`config.mk`:
```
export PLATFORM = sky130hd
export DESIGN_NAME = ldc_led_dimming_ctrl
export DESIGN_NICKNAME = d
export VERILOG_FILES = /design/src/design/ldc_pkg.sv /design/src/design/ldc_dim_front.sv /design/src/design/ldc_led_dimming_ctrl.sv /design/src/design/ldc_timer.sv
export SDC_FILE = /design/constraint.sdc
export NUM_CORES = 1
export LEC_CHECK = 0
export ABC_AREA = 1
export BUFFER_PORTS_ARGS = -buffer_cell sky130_fd_sc_hd__buf_2
export CAP_MARGIN = 20
export CORE_MARGIN = 5
export CORE_UTILIZATION = 34
export DETAILED_ROUTE_END_ITERATION = 7
export GPL_TIMING_DRIVEN = 0
export PLACE_DENSITY = 0.61
export SYNTH_ARGS = -nofsm -noshare
export SYNTH_HDL_FRONTEND = slang
export SYNTH_SLANG_ARGS = --single-unit
```
`constraint.sdc`:
```
create_clock -name clk -period 4.2 [get_ports clk]
set_clock_uncertainty 0.05 [all_clocks]
set_input_delay 0.84 -clock clk [delete_from_list [all_inputs] [get_ports clk]]
set_output_delay 0.84 -clock clk [all_outputs]
set_load 0.01 [all_outputs]
```
`src/design/ldc_pkg.sv`:
```
package ldc_pkg;

  ////////////////////////////////////////////////////////////////////////////////
  // clock and interval figures, clock period in ps, other times in ns
  localparam int CLK_PERIOD_PS = 4000;
  localparam int LO_MIN_NS     = 200;
  localparam int LO_MAX_NS     = 100000;
  localparam int PWRDWN_NS     = 1500000;
  localparam int SETTLE_NS     = 40000;
  localparam int STEP_NS       = 400000;

  // least times round up, longest and typical times round down
  localparam int LO_MIN_CYC = (LO_MIN_NS * 1000 + CLK_PERIOD_PS - 1) / CLK_PERIOD_PS;
  localparam int LO_MAX_CYC = (LO_MAX_NS * 1000) / CLK_PERIOD_PS;
  localparam int PWRDWN_CYC = (PWRDWN_NS * 1000 + CLK_PERIOD_PS - 1) / CLK_PERIOD_PS;
  localparam int SETTLE_CYC = (SETTLE_NS * 1000) / CLK_PERIOD_PS;
  localparam int STEP_CYC   = (STEP_NS * 1000) / CLK_PERIOD_PS;

  localparam int CNT_W = 20;

  ////////////////////////////////////////////////////////////////////////////////
  // gain sequence, gain held in eighths so 4.125 stays exact
  localparam int             GAIN_W     = 3;
  localparam logic [2:0]     GAIN_FULL  = 3'h0;
  localparam logic [2:0]     GAIN_LAST  = 3'h5;
  localparam int             GAINV_W    = 11;
  localparam logic [0:5][10:0] GAIN_TABLE = {11'h420, 11'h210, 11'h108,
                                             11'h084, 11'h042, 11'h021};
  localparam logic [2:0]     SINK_RST   = 3'h7;

  typedef enum logic [2:0] {
    LDC_OFF = 3'b001,
    LDC_ON  = 3'b010,
    LDC_HOT = 3'b100
  } ldc_state_t;

  typedef enum logic [3:0] {
    LDC_PM_1X  = 4'b0001,
    LDC_PM_133 = 4'b0010,
    LDC_PM_15  = 4'b0100,
    LDC_PM_2X  = 4'b1000
  } ldc_pump_t;

endpackage

```
`src/design/ldc_dim_front.sv`:
```
`timescale 1ns/1ps
`default_nettype none

// synchroniser and low-time measure for the single-wire input
module ldc_dim_front #(
  parameter int LO_MAX_CYC = 25000
) (
  input  wire logic                      clk,
  input  wire logic                      srst,
  input  wire logic                      pin_in,
  output logic                           rise_ok,
  output logic                           too_long,
  output logic [ldc_pkg::CNT_W-1:0]      low_cnt
);

  // counter saturates above every threshold so a long low never wraps
  localparam logic [ldc_pkg::CNT_W-1:0] CAP = {ldc_pkg::CNT_W{1'b1}};

  logic                      s1_ff, s2_ff, s3_ff;
  logic [ldc_pkg::CNT_W-1:0] low_ff, nxt_low;
  logic                      rise_ff, nxt_rise;
  logic                      long_ff, nxt_long;

  always_comb begin
    nxt_low  = low_ff;
    if (s2_ff) begin
      nxt_low = '0;
    end else if (low_ff != CAP) begin
      nxt_low = low_ff + ldc_pkg::CNT_W'(1);
    end
    // short lows are glitches: their rising edge is dropped
    nxt_rise = s2_ff & ~s3_ff & (low_ff >= ldc_pkg::CNT_W'(ldc_pkg::LO_MIN_CYC));
    nxt_long = ~s2_ff & (low_ff >= ldc_pkg::CNT_W'(LO_MAX_CYC));
  end

  always_ff @(posedge clk) begin
    if (srst) begin
      s1_ff   <= 1'b0;
      s2_ff   <= 1'b0;
      s3_ff   <= 1'b0;
      low_ff  <= CAP;
      rise_ff <= 1'b0;
      long_ff <= 1'b1;
    end else begin
      s1_ff   <= pin_in;
      s2_ff   <= s1_ff;
      s3_ff   <= s2_ff;
      low_ff  <= nxt_low;
      rise_ff <= nxt_rise;
      long_ff <= nxt_long;
    end
  end

  assign rise_ok  = rise_ff;
  assign too_long = long_ff;
  assign low_cnt  = low_ff;

endmodule

`default_nettype wire

```
`src/design/ldc_led_dimming_ctrl.sv`:
```
`timescale 1ns/1ps
`default_nettype none

////////////////////////////////////////////////////////////////////////////////
// Overview of operation
// - input low for 1.5 ms or more gives zero-current shutdown
// - a gain change is given about 40 us to settle
// - first rise from shutdown enables at full-scale gain 132
// - each later rise halves the gain down to 4.125
// - seventh rise returns to 132, sequence keeps cycling
// - lows shorter than 0.2 us are ignored, no gain change
// - lows longer than 100 us are taken as shutdown
// - supply lockout disables all channels and shuts down
// - in shutdown all three sinks are high impedance
// - in shutdown the set-resistor pin is high impedance
// - pump starts in 1x and stays while currents regulate
// - lost regulation steps pump up one mode per 400 us
// - enough supply for 1x jumps straight back to 1x
// - open channels are left out of regulation decisions
// - all channels open forces 1x
// - output overvoltage resets pump to 1x and restarts evaluation
// - over-temperature shuts down until the cooled indication returns
module ldc_led_dimming_ctrl #(
  parameter int LO_MAX_CYC = ldc_pkg::LO_MAX_CYC,
  parameter int PWRDWN_CYC = ldc_pkg::PWRDWN_CYC,
  parameter int SETTLE_CYC = ldc_pkg::SETTLE_CYC,
  parameter int STEP_CYC   = ldc_pkg::STEP_CYC
) (
  input  wire logic                        clk,
  input  wire logic                        srst,
  input  wire logic                        enable_dimming_input,
  input  wire logic                        supply_lockout,
  input  wire logic                        pump_output_overvoltage,
  input  wire logic                        die_over_temp,
  input  wire logic                        die_cooled,
  input  wire logic                        supply_input_enough_1x,
  input  wire logic [2:0]                  led_regulated,
  input  wire logic [2:0]                  led_open,
  output logic                             led_sink_first_oe_n,
  output logic                             led_sink_second_oe_n,
  output logic                             led_sink_third_oe_n,
  output logic                             current_set_resistor_pin_oe_n,
  output logic                             device_enabled,
  output logic [ldc_pkg::GAIN_W-1:0]       gain_index,
  output logic [ldc_pkg::GAINV_W-1:0]      gain_eighths,
  output logic                             current_settled,
  output logic [3:0]                       pump_mode
);

  ////////////////////////////////////////////////////////////////////////////////
  // input front end and timers
  logic                      rise_ok;
  logic                      too_long;
  logic [ldc_pkg::CNT_W-1:0] low_cnt;
  logic                      settle_done;
  logic                      step_done;
  logic                      step_run;
  logic                      settle_run;
  logic                      settling_ff, nxt_settling;

  ldc_dim_front #(
    .LO_MAX_CYC (LO_MAX_CYC)
  ) u_front (
    .clk      (clk),
    .srst     (srst),
    .pin_in   (enable_dimming_input),
    .rise_ok  (rise_ok),
    .too_long (too_long),
    .low_cnt  (low_cnt)
  );

  ldc_timer #(
    .LIMIT (SETTLE_CYC)
  ) u_settle (
    .clk  (clk),
    .srst (srst),
    .run  (settle_run),
    .done (settle_done)
  );

  ldc_timer #(
    .LIMIT (STEP_CYC)
  ) u_step (
    .clk  (clk),
    .srst (srst),
    .run  (step_run),
    .done (step_done)
  );

  ////////////////////////////////////////////////////////////////////////////////
  // enable and gain sequencing
  ldc_pkg::ldc_state_t        state_ff, nxt_state;
  logic [ldc_pkg::GAIN_W-1:0] gain_ff, nxt_gain;
  logic                       gain_step;

  always_comb begin
    nxt_state = state_ff;
    nxt_gain  = gain_ff;
    gain_step = 1'b0;
    case (state_ff)
      ldc_pkg::LDC_OFF: begin
        nxt_gain = ldc_pkg::GAIN_FULL;
        if (!supply_lockout && rise_ok) begin
          nxt_state = ldc_pkg::LDC_ON;
          gain_step = 1'b1;
        end
      end
      ldc_pkg::LDC_ON: begin
        if (supply_lockout || too_long) begin
          nxt_state = ldc_pkg::LDC_OFF;
        end else if (die_over_temp) begin
          nxt_state = ldc_pkg::LDC_HOT;
        end else if (rise_ok) begin
          gain_step = 1'b1;
          nxt_gain  = (gain_ff == ldc_pkg::GAIN_LAST) ? ldc_pkg::GAIN_FULL
                    : gain_ff + ldc_pkg::GAIN_W'(1);
        end
      end
      ldc_pkg::LDC_HOT: begin
        // the gain chosen before overheating is kept for the resume
        if (supply_lockout || too_long) begin
          nxt_state = ldc_pkg::LDC_OFF;
        end else if (die_cooled && !die_over_temp) begin
          nxt_state = ldc_pkg::LDC_ON;
        end
      end
      default: begin
        nxt_state = ldc_pkg::LDC_OFF;
        nxt_gain  = ldc_pkg::GAIN_FULL;
      end
    endcase
    // a new step wins over the timer finishing the previous one
    nxt_settling = gain_step | (settling_ff & ~settle_done);
    // a step while settling restarts the interval, so settled counts from the last step
    settle_run   = settling_ff & ~gain_step;
  end

  always_ff @(posedge clk) begin
    if (srst) begin
      state_ff    <= ldc_pkg::LDC_OFF;
      gain_ff     <= ldc_pkg::GAIN_FULL;
      settling_ff <= 1'b0;
    end else begin
      state_ff    <= nxt_state;
      gain_ff     <= nxt_gain;
      settling_ff <= nxt_settling;
    end
  end

  ////////////////////////////////////////////////////////////////////////////////
  // charge-pump mode selection
  ldc_pkg::ldc_pump_t pump_ff, nxt_pump;
  logic               reg_lost;
  logic               all_open;
  logic               pump_hold_1x;

  always_comb begin
    reg_lost     = |(~led_regulated & ~led_open);
    all_open     = &led_open;
    pump_hold_1x = (state_ff != ldc_pkg::LDC_ON) | pump_output_overvoltage | all_open
                 | supply_input_enough_1x;
    step_run     = ~pump_hold_1x & reg_lost & (pump_ff != ldc_pkg::LDC_PM_2X);
    nxt_pump     = pump_ff;
    if (pump_hold_1x) begin
      nxt_pump = ldc_pkg::LDC_PM_1X;
    end else if (step_done) begin
      case (pump_ff)
        ldc_pkg::LDC_PM_1X:  nxt_pump = ldc_pkg::LDC_PM_133;
        ldc_pkg::LDC_PM_133: nxt_pump = ldc_pkg::LDC_PM_15;
        ldc_pkg::LDC_PM_15:  nxt_pump = ldc_pkg::LDC_PM_2X;
        ldc_pkg::LDC_PM_2X:  nxt_pump = ldc_pkg::LDC_PM_2X;
        default:             nxt_pump = ldc_pkg::LDC_PM_1X;
      endcase
    end
  end

  always_ff @(posedge clk) begin
    if (srst) begin
      pump_ff <= ldc_pkg::LDC_PM_1X;
    end else begin
      pump_ff <= nxt_pump;
    end
  end

  ////////////////////////////////////////////////////////////////////////////////
  // registered pin controls; sinks and set pin float unless running
  logic [2:0]                  sink_oe_n_ff, nxt_sink_oe_n;
  logic                        current_set_resistor_pin_oe_n_ff, nxt_current_set_resistor_pin_oe_n;
  logic                        enabled_ff, nxt_enabled;
  logic [ldc_pkg::GAINV_W-1:0] gainv_ff, nxt_gainv;
  logic                        settled_ff, nxt_settled;

  always_comb begin
    nxt_enabled   = (nxt_state == ldc_pkg::LDC_ON);
    nxt_sink_oe_n = nxt_enabled ? 3'h0 : ldc_pkg::SINK_RST;
    nxt_current_set_resistor_pin_oe_n = ~nxt_enabled;
    nxt_gainv     = ldc_pkg::GAIN_TABLE[nxt_gain];
    nxt_settled   = nxt_enabled & ~nxt_settling;
  end

  always_ff @(posedge clk) begin
    if (srst) begin
      sink_oe_n_ff <= ldc_pkg::SINK_RST;
      current_set_resistor_pin_oe_n_ff <= 1'b1;
      enabled_ff   <= 1'b0;
      gainv_ff     <= ldc_pkg::GAIN_TABLE[0];
      settled_ff   <= 1'b0;
    end else begin
      sink_oe_n_ff <= nxt_sink_oe_n;
      current_set_resistor_pin_oe_n_ff <= nxt_current_set_resistor_pin_oe_n;
      enabled_ff   <= nxt_enabled;
      gainv_ff     <= nxt_gainv;
      settled_ff   <= nxt_settled;
    end
  end

  assign led_sink_first_oe_n           = sink_oe_n_ff[0];
  assign led_sink_second_oe_n          = sink_oe_n_ff[1];
  assign led_sink_third_oe_n           = sink_oe_n_ff[2];
  assign current_set_resistor_pin_oe_n = current_set_resistor_pin_oe_n_ff;
  assign device_enabled                = enabled_ff;
  assign gain_index                    = gain_ff;
  assign gain_eighths                  = gainv_ff;
  assign current_settled               = settled_ff;
  assign pump_mode                     = pump_ff;

  ////////////////////////////////////////////////////////////////////////////////
  // checks; the run-length counter below is read by the assertions only
  logic [ldc_pkg::CNT_W-1:0] run_len_ff, nxt_run_len;

  // cycles the step timer has run since the last mode change, saturating
  always_comb begin
    nxt_run_len = run_len_ff;
    if (!step_run || nxt_pump != pump_ff) begin
      nxt_run_len = '0;
    end else if (run_len_ff != {ldc_pkg::CNT_W{1'b1}}) begin
      nxt_run_len = run_len_ff + ldc_pkg::CNT_W'(1);
    end
  end

  always_ff @(posedge clk) begin
    if (srst) begin
      run_len_ff <= '0;
    end else begin
      run_len_ff <= nxt_run_len;
    end
  end
endmodule

`default_nettype wire

```
`src/design/ldc_timer.sv`:
```
`timescale 1ns/1ps
`default_nettype none

// interval counter, cleared while run is low: pulses done every LIMIT cycles of run
module ldc_timer #(
  parameter int LIMIT = 16
) (
  input  wire logic clk,
  input  wire logic srst,
  input  wire logic run,
  output logic      done
);

  logic [ldc_pkg::CNT_W-1:0] cnt_ff;
  logic [ldc_pkg::CNT_W-1:0] nxt_cnt;
  logic                      done_ff;
  logic                      nxt_done;

  always_comb begin
    nxt_cnt  = '0;
    nxt_done = 1'b0;
    if (run) begin
      if (cnt_ff == ldc_pkg::CNT_W'(LIMIT - 1)) begin
        nxt_done = 1'b1;
      end else begin
        nxt_cnt = cnt_ff + ldc_pkg::CNT_W'(1);
      end
    end
  end

  always_ff @(posedge clk) begin
    if (srst) begin
      cnt_ff  <= '0;
      done_ff <= 1'b0;
    end else begin
      cnt_ff  <= nxt_cnt;
      done_ff <= nxt_done;
    end
  end

  assign done = done_ff;

endmodule

`default_nettype wire

```
[After elaboration in Yosys (flattened, before gate mapping)]
Memories as Yosys holds them, arrays and structs flattened. A register that Yosys moved wholly into a read port is not among the register bits.
Index checks and enable logic that the tools add are counted.
Word-level totals
  input port bits: 14
  output and inout port bits: 24
  flip-flop bits (word level): 84
  memory bits (read-only): 88
  memories: 1
Memory list
  (name not given): words 8, width 11, rd ports 1, clocked after Yosys merged registers in 1, write ports 0, line ldc_led_dimming_ctrl.sv:197  | nxt_gainv = ldc_pkg::GAIN_TABLE[nxt_gain];
Operators by class
  $add $sub $neg: 4
  equal/unequal tests: 14
  reduce and logical (&&, ||, !) cells: 14
  magnitude comparators: 2
  multiplexer cells: 22
  bitwise logic cells: 25
Operators with widths (number)
  $add A20 B1 Y20 const B: 3
  $mux W20: 2
  $mux W3: 10
  $eq A20 B14 Y1 const B: 1
  $eq A20 B17 Y1 const B: 1
  $ge A20 B15 Y1 const B: 1
  $ge A20 B6 Y1 const B: 1
  $ne A20 B20 Y1 const B: 1
  $pmux W4 S3: 1
  $not A1 Y1: 9
  $pmux W3 S3: 1
  $reduce_or A3 Y1: 3
  $and A1 B1 Y1: 8
  $reduce_or A2 Y1: 4
  $eq A3 B2 Y1 const B: 2
  $eq A3 B3 Y1 const B: 2
  $mux W1: 6
  $not A3 Y3: 2
  $pmux W3 S2: 1
  $eq A4 B1 Y1 const B: 1
  $eq A4 B2 Y1 const B: 1
  $eq A4 B3 Y1 const B: 1
  $eq A4 B4 Y1 const B: 1
  $ne A4 B4 Y1 const B: 1
  12 further kinds: 17

[Longest topological paths before layout]
Gate-level depths: netlist of run 1.
  word-level depth: 9
  depth in mapped cells: 10
  gate-level depth less buffers: 10

[Hierarchy]
From an unflattened synthesis of run 1, not the netlist that was laid out.
Second synthesis, totals
  cell total of the unflattened synthesis: 684
  area total of the unflattened synthesis: 4618.2 um^2
Modules (own cells, without submodules)
  ldc_dim_front: area each 1400.1 um^2, instances 1, cells an instance 216
  ldc_timer (u_step): area each 1114.8 um^2, instances 1, cells an instance 160
  ldc_timer (u_settle): area each 1084.8 um^2, instances 1, cells an instance 164
  ldc_led_dimming_ctrl: area each 1018.5 um^2, instances 1, cells an instance 144

[Worst setup path after synthesis of run 1]
Ideal clock, no wire load.
  kind: input -> register
  from: in srst
  to: reg u_step.cnt_ff[15] (netlist name)
  stages on the path: 7
  required time: 4086 ps
  buffers on the path: 2
  library setup time: 64 ps
  arrival time: 1664 ps
  path slack: 2422 ps
  path through: buf_6 > nor3_4 > nand3_2 > nor2_1 > nand2_1 > buf_2 > nor2_1
Between the ends
  longest elaborated chain between the ends: 1
Ends and longest elaborated chain
  start: declaration: line ldc_led_dimming_ctrl.sv:30  | input wire logic srst,
  $reduce_or A3 Y1 (no line)
  end signal: assignment: line ldc_timer.sv:36  | cnt_ff <= nxt_cnt;
  end: declaration: line ldc_timer.sv:14  | logic [ldc_pkg::CNT_W-1:0] cnt_ff;
Every way passes these cells.
A chain may end at the register's enable or synchronous reset.

[Final worst setup path of run 1]
  from: reg u_front.low_ff, in the netlist u_front.low_cnt[0]
  to: reg u_front.low_ff, in the netlist u_front.low_cnt[0]
Between the ends
  longest elaborated chain between the ends: 3
  elaborated cells on any way between the ends: 5
Ends and longest elaborated chain
  start: declaration: line ldc_dim_front.sv:20  | logic [ldc_pkg::CNT_W-1:0] low_ff, nxt_low;
  start signal: assignment: line ldc_dim_front.sv:48  | low_ff <= nxt_low;
  $add A20 B1 Y20: line ldc_dim_front.sv:29  | nxt_low = low_ff + ldc_pkg::CNT_W'(1);
  $mux W20: line ldc_dim_front.sv:28  | end else if (low_ff != CAP) begin
  $mux W20: line ldc_dim_front.sv:26  | if (s2_ff) begin
Several ways; a longest one is shown, not always the timed one. The select of a mux whose other input is x is not followed.

==> results.py, run 1 <==
metrics = {
    "floorplan": {
        "start_util": 0.3435,
        "fp.dieArea_sq_um": 15620,
        "die_w_um": 125.0,
        "core_area_sq_um": 13090,
        "design.portCount": 38,
        "die_h_um": 125.0,
        "rows": 42,
    },
    "worst_setup_path": {
        "path_cells": "ha_1, nand2_2, nor2_4, nand2_2, nor2_4, nand3_2, buf_6, nand3_2, nand3_1",
        "timing.rr.start": "u_front.low_cnt[0]$_SDFFE_PP1P_",
        "crit_type": "reg2reg",
        "cp-end-kind": "register",
        "startpoint_type": "register",
        "r2r.worst_path.cells": 9,
        "max_stage_delay_ns": 0.47,
        "required_ns": 4.36,
        "cp.arrival_ns": 2.04,
        "slowest_stage": "dfxtp_1",
        "r2r_end": "u_front.low_cnt[0]$_SDFFE_PP1P_",
        "ff2ff_setup_slack_ns": 2.32,
        "crit_fanout": 10,
    },
    "hold_path": {
        "min_path_cells": 2,
        "holdPathEnd": "u_front.s2_ff$_SDFF_PP0_",
        "min_path_type": "reg2reg",
        "worstHoldStart": "u_front.s1_ff$_SDFF_PP0_",
    },
    "synth": {
        "synth-edff-count": 0,
        "ys_warn_count": 0,
        "ys.flop_type": "dfxtp_1",
        "ys_types": 38,
        "ys_seq_area_frac": 0.3920,
        "syn_area_sq_um": 4494,
        "async_flop_share": 0,
        "avgSynthCellArea_sq_um": 6.883,
        "syn_nets": 671,
        "ys_ff_latch": 88,
        "synth_cells": 653,
    },
    "power": {
        "internal_power_mw": 1.440,
        "power_frac_clock": 0.366,
        "leakage_nw": 2.189,
        "power.total_mw": 2.058,
        "p_comb_frac": 0.182,
        "seq_power_share": 0.453,
        "power_density_nw_per_um2": 397.0,
        "p_switching_mw": 0.6179,
        "p_sw_frac": 0.3003,
        "vdd_ir_drop_max_mv": 0.2697,
    },
    "drt": {
        "viasPerCell": 4.594,
        "finalWirelength_um": 9950,
        "routed.top_layer": "met4",
        "dr_wl_met3_um": 351,
        "wl_per_cell_um": 11.28,
        "antenna_left": 0,
        "dr.first_iter.drc_count": 243,
        "drc": 0,
        "first_pass_iters": 4,
        "wl_met1_um": 4940,
        "vias": 4052,
        "wl_met2_um": 4581,
    },
    "timing": {
        "min_period_over_period": 0.4473,
        "fmax_mhz": 532.3,
        "worst_slew_pin_slew_ns": 0.5011,
        "grt_setup_unrepaired": "false",
        "slew_headroom": 0.6634,
        "maxSlewViolCount": 0,
        "fin_ws_ns": 2.321,
        "finalCriticalPeriod_ns": 1.879,
        "setup_viol": 0,
        "hold_viol": 0,
        "fin_tns_setup_ns": 0,
    },
    "placement": {
        "dp_hpwl_um": 7666,
        "numPortBuffers": 37,
        "gp_congestion": 0.9360,
        "dpl-instance-area_sq_um": 4900,
        "pre_cts_ws_ns": 2.079,
    },
    "clocking": {
        "clock_latency_ns": 0.34,
        "h-tree-depth": 3,
        "post_cts_buffers": 0,
        "cts_hold_buf": 0,
        "cts_tree": "built",
        "cts_root_buf": "clkbuf_16",
        "numCtsBuffers": 9,
        "cts_resized": 0,
        "path_clk_slew_ns": 0.06,
        "clk_path_buf_depth": 2,
        "cts_sinks": 88,
    },
    "finish": {
        "fin_area_sq_um": 5184,
        "final_cell_mix": "139 x nand2_1, 94 x nor2_1, 88 x dfxtp_1",
        "final_common_cell": "nand2_1",
        "nNetsFinal": 719,
        "n_antenna_cell": 0,
        "syn2layout_area_growth_pct": 15.34,
        "drive_gt1_frac": 0.1516,
        "nFillCells": 1381,
    },
    "global_routing": {
        "grt_pass1_wl_um": 17060,
        "grt_max_degree": 15,
        "grt_usage": 0.1301,
        "grt_overflow": 0,
        "antenna_found_initial": 0,
        "first_global_vias": 3656,
    },
    "run": {
        "cap_violations": 0,
    },
    "run_status": {
        "outcome": "complete, no violations",
    },
}
==> area by class of cell <==
type	instances	area [sq um]	share of cell area
inverter	83	311.5	0.06010
timing repair buffer	37	185.2	0.03572
clock inverter	5	31.28	0.006034
buffer	18	123.9	0.02390
multi-input combinational	464	2297	0.4432
clock buffer	11	252.7	0.04876
tap	176	220.2	0.04248
sequential	88	1762	0.3399
==> kinds of logic (layout without fill, tap and decap cells) <==
kind of cell             after synthesis  count (layout)  share of synthesized area
flip-flops                            88              88                     0.3920
XOR/XNOR                              14              14                    0.02728
adder cells (fa/ha/maj)                4               4                    0.01114
AND/OR/NAND/NOR                      402             402                     0.4145
buffers and inverters                101             154                    0.09688
AO/OA/AOI/OAI                         44              44                    0.05819
==> synthesized netlist by cell type (2+ instances only) <==
master	instances	area, sq um
nand3b_1	3	22.52
buf_1	2	7.510
nor2_2	6	37.54
a21oi_1	14	70.07
xor2_1	12	105.1
nand3_2	5	50.05
nand4_1	27	168.9
buf_2	3	15.01
nand3_1	82	410.4
nor2_4	3	33.78
inv_2	3	11.26
nand2_1	139	521.8
inv_1	79	296.5
a21oi_2	7	61.31
nor2_1	94	352.8
nor3_1	22	110.1
nand2_2	3	18.77
or2_2	9	56.30
nor3_2	3	30.03
clkbuf_1	2	7.510
or2_0	2	12.51
ha_1	4	50.05
dfxtp_1	88	1762
buf_6	3	33.78
o21ai_0	17	85.08
xnor2_1	2	17.52
buf_4	8	60.06
==> per-stage QoR <==
| step | hold slack [ns] | std cells | util |
|---|---|---|---|
| after detailed placement | 0.3464 | 866 | 0.3745 |
| after CTS | 0.3546 | 882 | 0.3962 |
| after global routing | 0.3928 | 882 | 0.3962 |
| final | 0.3542 | 882 | 0.3962 |
| after floorplan | 0.3383 | 653 | - |
| after global placement | 0.3398 | 866 | 0.3745 |
==> state kept, by name, summed over array words and instances (netlist names) <==
| name | count |
|---|---|
| u_front.rise_ok | 1 |
| sink_oe_n_ff | 1 |
| u_settle.cnt_ff | 20 |
| u_settle.done | 1 |
| gain_eighths | 7 |
| u_front.s3_ff | 1 |
| u_front.low_cnt | 20 |
| device_enabled | 1 |
| state_ff | 3 |
| u_front.too_long | 1 |
| u_step.done | 1 |
| settling_ff | 1 |
| u_front.s2_ff | 1 |
| u_step.cnt_ff | 20 |
| gain_index | 3 |
| current_settled | 1 |
| u_front.s1_ff | 1 |
| pump_mode | 4 |
==> worst max-delay path: cells and delay by family (launching register included) <==
| family | cells | cell delay, ns |
|---|---|---|
| DFF | 1 | 0.47 |
| and+or+nand+nor | 7 | 0.73 |
| adders and majority gates | 1 | 0.34 |
| buffers and inverters | 1 | 0.16 |
==> power by group through the flow <==
stage | clock (mW) | combinational, mW | sequential (mW)
global route | 0.819 | 0.427 | 0.937
floorplan | 0 | 0.297 | 0.933
global placement | 0 | 0.373 | 0.948
CTS | 0.782 | 0.372 | 0.929
finish | 0.753 | 0.374 | 0.931
detailed placement | 0 | 0.371 | 0.947
==> how the worst max path moves through the flow <==
stage | startpoint | to | slack, ns | cells after the start
3_5_place_dp | supply_lockout | gain_eighths[5]$_SDFF_PP1_ | 2.08 | 10
4_1_cts | u_front.low_cnt[0]$_SDFFE_PP1P_ | u_front.low_cnt[0]$_SDFFE_PP1P_ | 2.30 | 9
2_1_floorplan | srst | u_step.cnt_ff[15]$_SDFF_PP0_ | 2.42 | 7
5_1_grt | u_front.low_cnt[0]$_SDFFE_PP1P_ | u_front.low_cnt[14]$_SDFFE_PP1P_ | 2.14 | 6
6_report | u_front.low_cnt[0]$_SDFFE_PP1P_ | u_front.low_cnt[0]$_SDFFE_PP1P_ | 2.32 | 9
3_3_place_gp | supply_lockout | gain_eighths[10]$_SDFF_PP1_ | 2.07 | 10
==> metal layers <==
metal  up-vias  global-route usage
met2        58              0.2126
met5         -                   0
met1      1781              0.1699
met3         8             0.03795
met4         0             0.03189
li1       2205                   -
Note: power is estimated with default switching activity, not from simulation.
==> run 2, diff against run 1 <==
- clock period: 4.2 -> 1.9 ns (I/O delays scaled with it)
==> results.py, run 2 (same netlist as run 1, synthesis figures left out) <==
metrics = {
    "power": {
        "p_switching_mw": 1.370,
        "leakage_nw": 2.189,
        "power_density_nw_per_um2": 877.4,
        "p_sw_frac": 0.3007,
        "seq_power_share": 0.452,
        "p_comb_frac": 0.183,
        "internal_power_mw": 3.187,
        "vdd_ir_drop_max_mv": 0.5752,
        "power_frac_clock": 0.365,
    },
    "drt": {
        "first_pass_iters": 5,
        "drc": 0,
        "finalWirelength_um": 9931,
        "dr.first_iter.drc_count": 216,
        "vias": 4076,
        "wl_per_cell_um": 11.26,
        "antenna_left": 0,
        "viasPerCell": 4.621,
    },
    "finish": {
        "syn2layout_area_growth_pct": 15.56,
        "nNetsFinal": 719,
        "nFillCells": 1379,
        "drive_gt1_frac": 0.1572,
        "ff_latch_area_sq_um": 1764,
        "final_common_cell": "nand2_1",
        "final_cell_mix": "139 x nand2_1, 94 x nor2_1, 86 x dfxtp_1",
        "multi_input_area_sq_um": 2305,
        "n_antenna_cell": 0,
        "finish.utilization": 0.3969,
    },
    "timing": {
        "fin_tns_setup_ns": 0,
        "grt_setup_unrepaired": "false",
        "fmax_mhz": 574.8,
        "slew_headroom": 0.6673,
        "worst_slew_pin_slew_ns": 0.4990,
        "finalCriticalPeriod_ns": 1.740,
        "setup_viol": 0,
        "min_period_over_period": 0.9156,
        "hold_viol": 0,
        "maxSlewViolCount": 0,
    },
    "floorplan": {
        "design.portCount": 38,
        "start_util": 0.3435,
        "die_h_um": 125.0,
        "die_w_um": 125.0,
        "core_area_sq_um": 13090,
        "fp.dieArea_sq_um": 15620,
        "rows": 42,
    },
    "run_status": {
        "outcome": "complete, no violations",
    },
    "worst_setup_path": {
        "ff2ff_setup_slack_ns": 0.16,
        "crit_fanout": 10,
        "cp.arrival_ns": 1.90,
        "required_ns": 2.06,
        "cp-end-kind": "register",
        "crit_type": "reg2reg",
        "startpoint_type": "register",
    },
    "global_routing": {
        "grt_pass1_wl_um": 17070,
        "grt_usage": 0.1301,
        "grt_max_degree": 15,
        "use_met1": 0.1699,
        "use_met2": 0.2126,
        "first_global_vias": 3660,
        "grt_overflow": 0,
        "gr-usage-met3": 0.03795,
        "antenna_found_initial": 0,
        "top_usage_layer": "met2",
    },
    "clocking": {
        "clock_latency_ns": 0.34,
        "cts_root_buf": "clkbuf_16",
        "clk_path_buf_depth": 2,
        "path_clk_slew_ns": 0.06,
        "h-tree-depth": 3,
        "cts_tree": "built",
        "cts_hold_buf": 0,
        "cts_sinks": 88,
        "numCtsBuffers": 9,
    },
    "placement": {
        "numPortBuffers": 37,
        "gp_congestion": 0.9360,
        "dp_hpwl_um": 7666,
    },
    "run": {
        "cap_violations": 0,
    },
    "hold_path": {
        "min_path_type": "in2reg",
    },
}
==> run 2: cell counts in the layout (fill, tap and decap cells not counted) <==
Identical to the previous run, type by type.
==> run 2: worst paths after layout <==
kind	cells past startpoint	from	to
hold / removal	3	enable_dimming_input	u_front.s1_ff$_SDFF_PP0_
hold reg to reg	2	u_front.s1_ff$_SDFF_PP0_	u_front.s2_ff$_SDFF_PP0_
setup reg to reg	9	u_front.low_cnt[1]$_SDFFE_PP1P_	u_front.low_cnt[0]$_SDFFE_PP1P_
setup / recovery	9	u_front.low_cnt[1]$_SDFFE_PP1P_	u_front.low_cnt[0]$_SDFFE_PP1P_
==> run 2: worst max-delay path: stages, from the launching register on <==
cell and delay [ns]:
dfxtp_1 0.40, ha_2 0.28, nand2_2 0.09, nor2_4 0.14, nand2_2 0.12, nor2_4 0.16, nand3_2 0.09, buf_6 0.16
nand3_2 0.05, nand3_1 0.06
==> run 2: through the flow <==
stage / hold WS (ns) / cell area, sq um / instances / total power [mW] / worst slack [ns]
after floorplan: 0.3383 / 4494 / 653 / 2.718 / 0.3193
after global placement: 0.3398 / 4900 / 866 / 2.921 / 0.006091
after detailed placement: 0.3464 / 4900 / 866 / 2.913 / 0.007663
after CTS: 0.1788 / 5186 / 882 / 4.606 / 0.04989
after global routing: 0.1968 / 5194 / 882 / 4.835 / 0.02188
final: 0.1892 / 5194 / 882 / 4.557 / 0.1604
==> run 2: metal layers <==
layer | vias up | share of wire
met3 | 11 | 0.039
met4 | 0 | 0.012
met5 | - | 0
met2 | 65 | 0.46
met1 | 1793 | 0.49
li1 | 2207 | -
==> run 2: final cells by class <==
class | count | share of cell area
clock inverter | 5 | 0.006023
timing repair buffer | 37 | 0.03565
buffer | 18 | 0.02385
clock buffer | 11 | 0.04866
inverter | 83 | 0.05999
sequential | 88 | 0.3397
tap | 176 | 0.04240
multi-input combinational | 464 | 0.4437
==> run 2: repair_timing <==
item	CTS	global route
buffers inserted	0	0
endpoints found under the setup margin	2	20
gates resized for setup	1	3
==> run 2: power groups by stage <==
stage                     registers (mW)  clock network [mW]  logic, mW
after global routing                2.07                1.81      0.952
after detailed placement            2.09                   0      0.820
after floorplan                     2.06                   0      0.656
after global placement              2.10                   0      0.825
after CTS                           2.05                1.73      0.824
final                               2.06                1.66      0.834
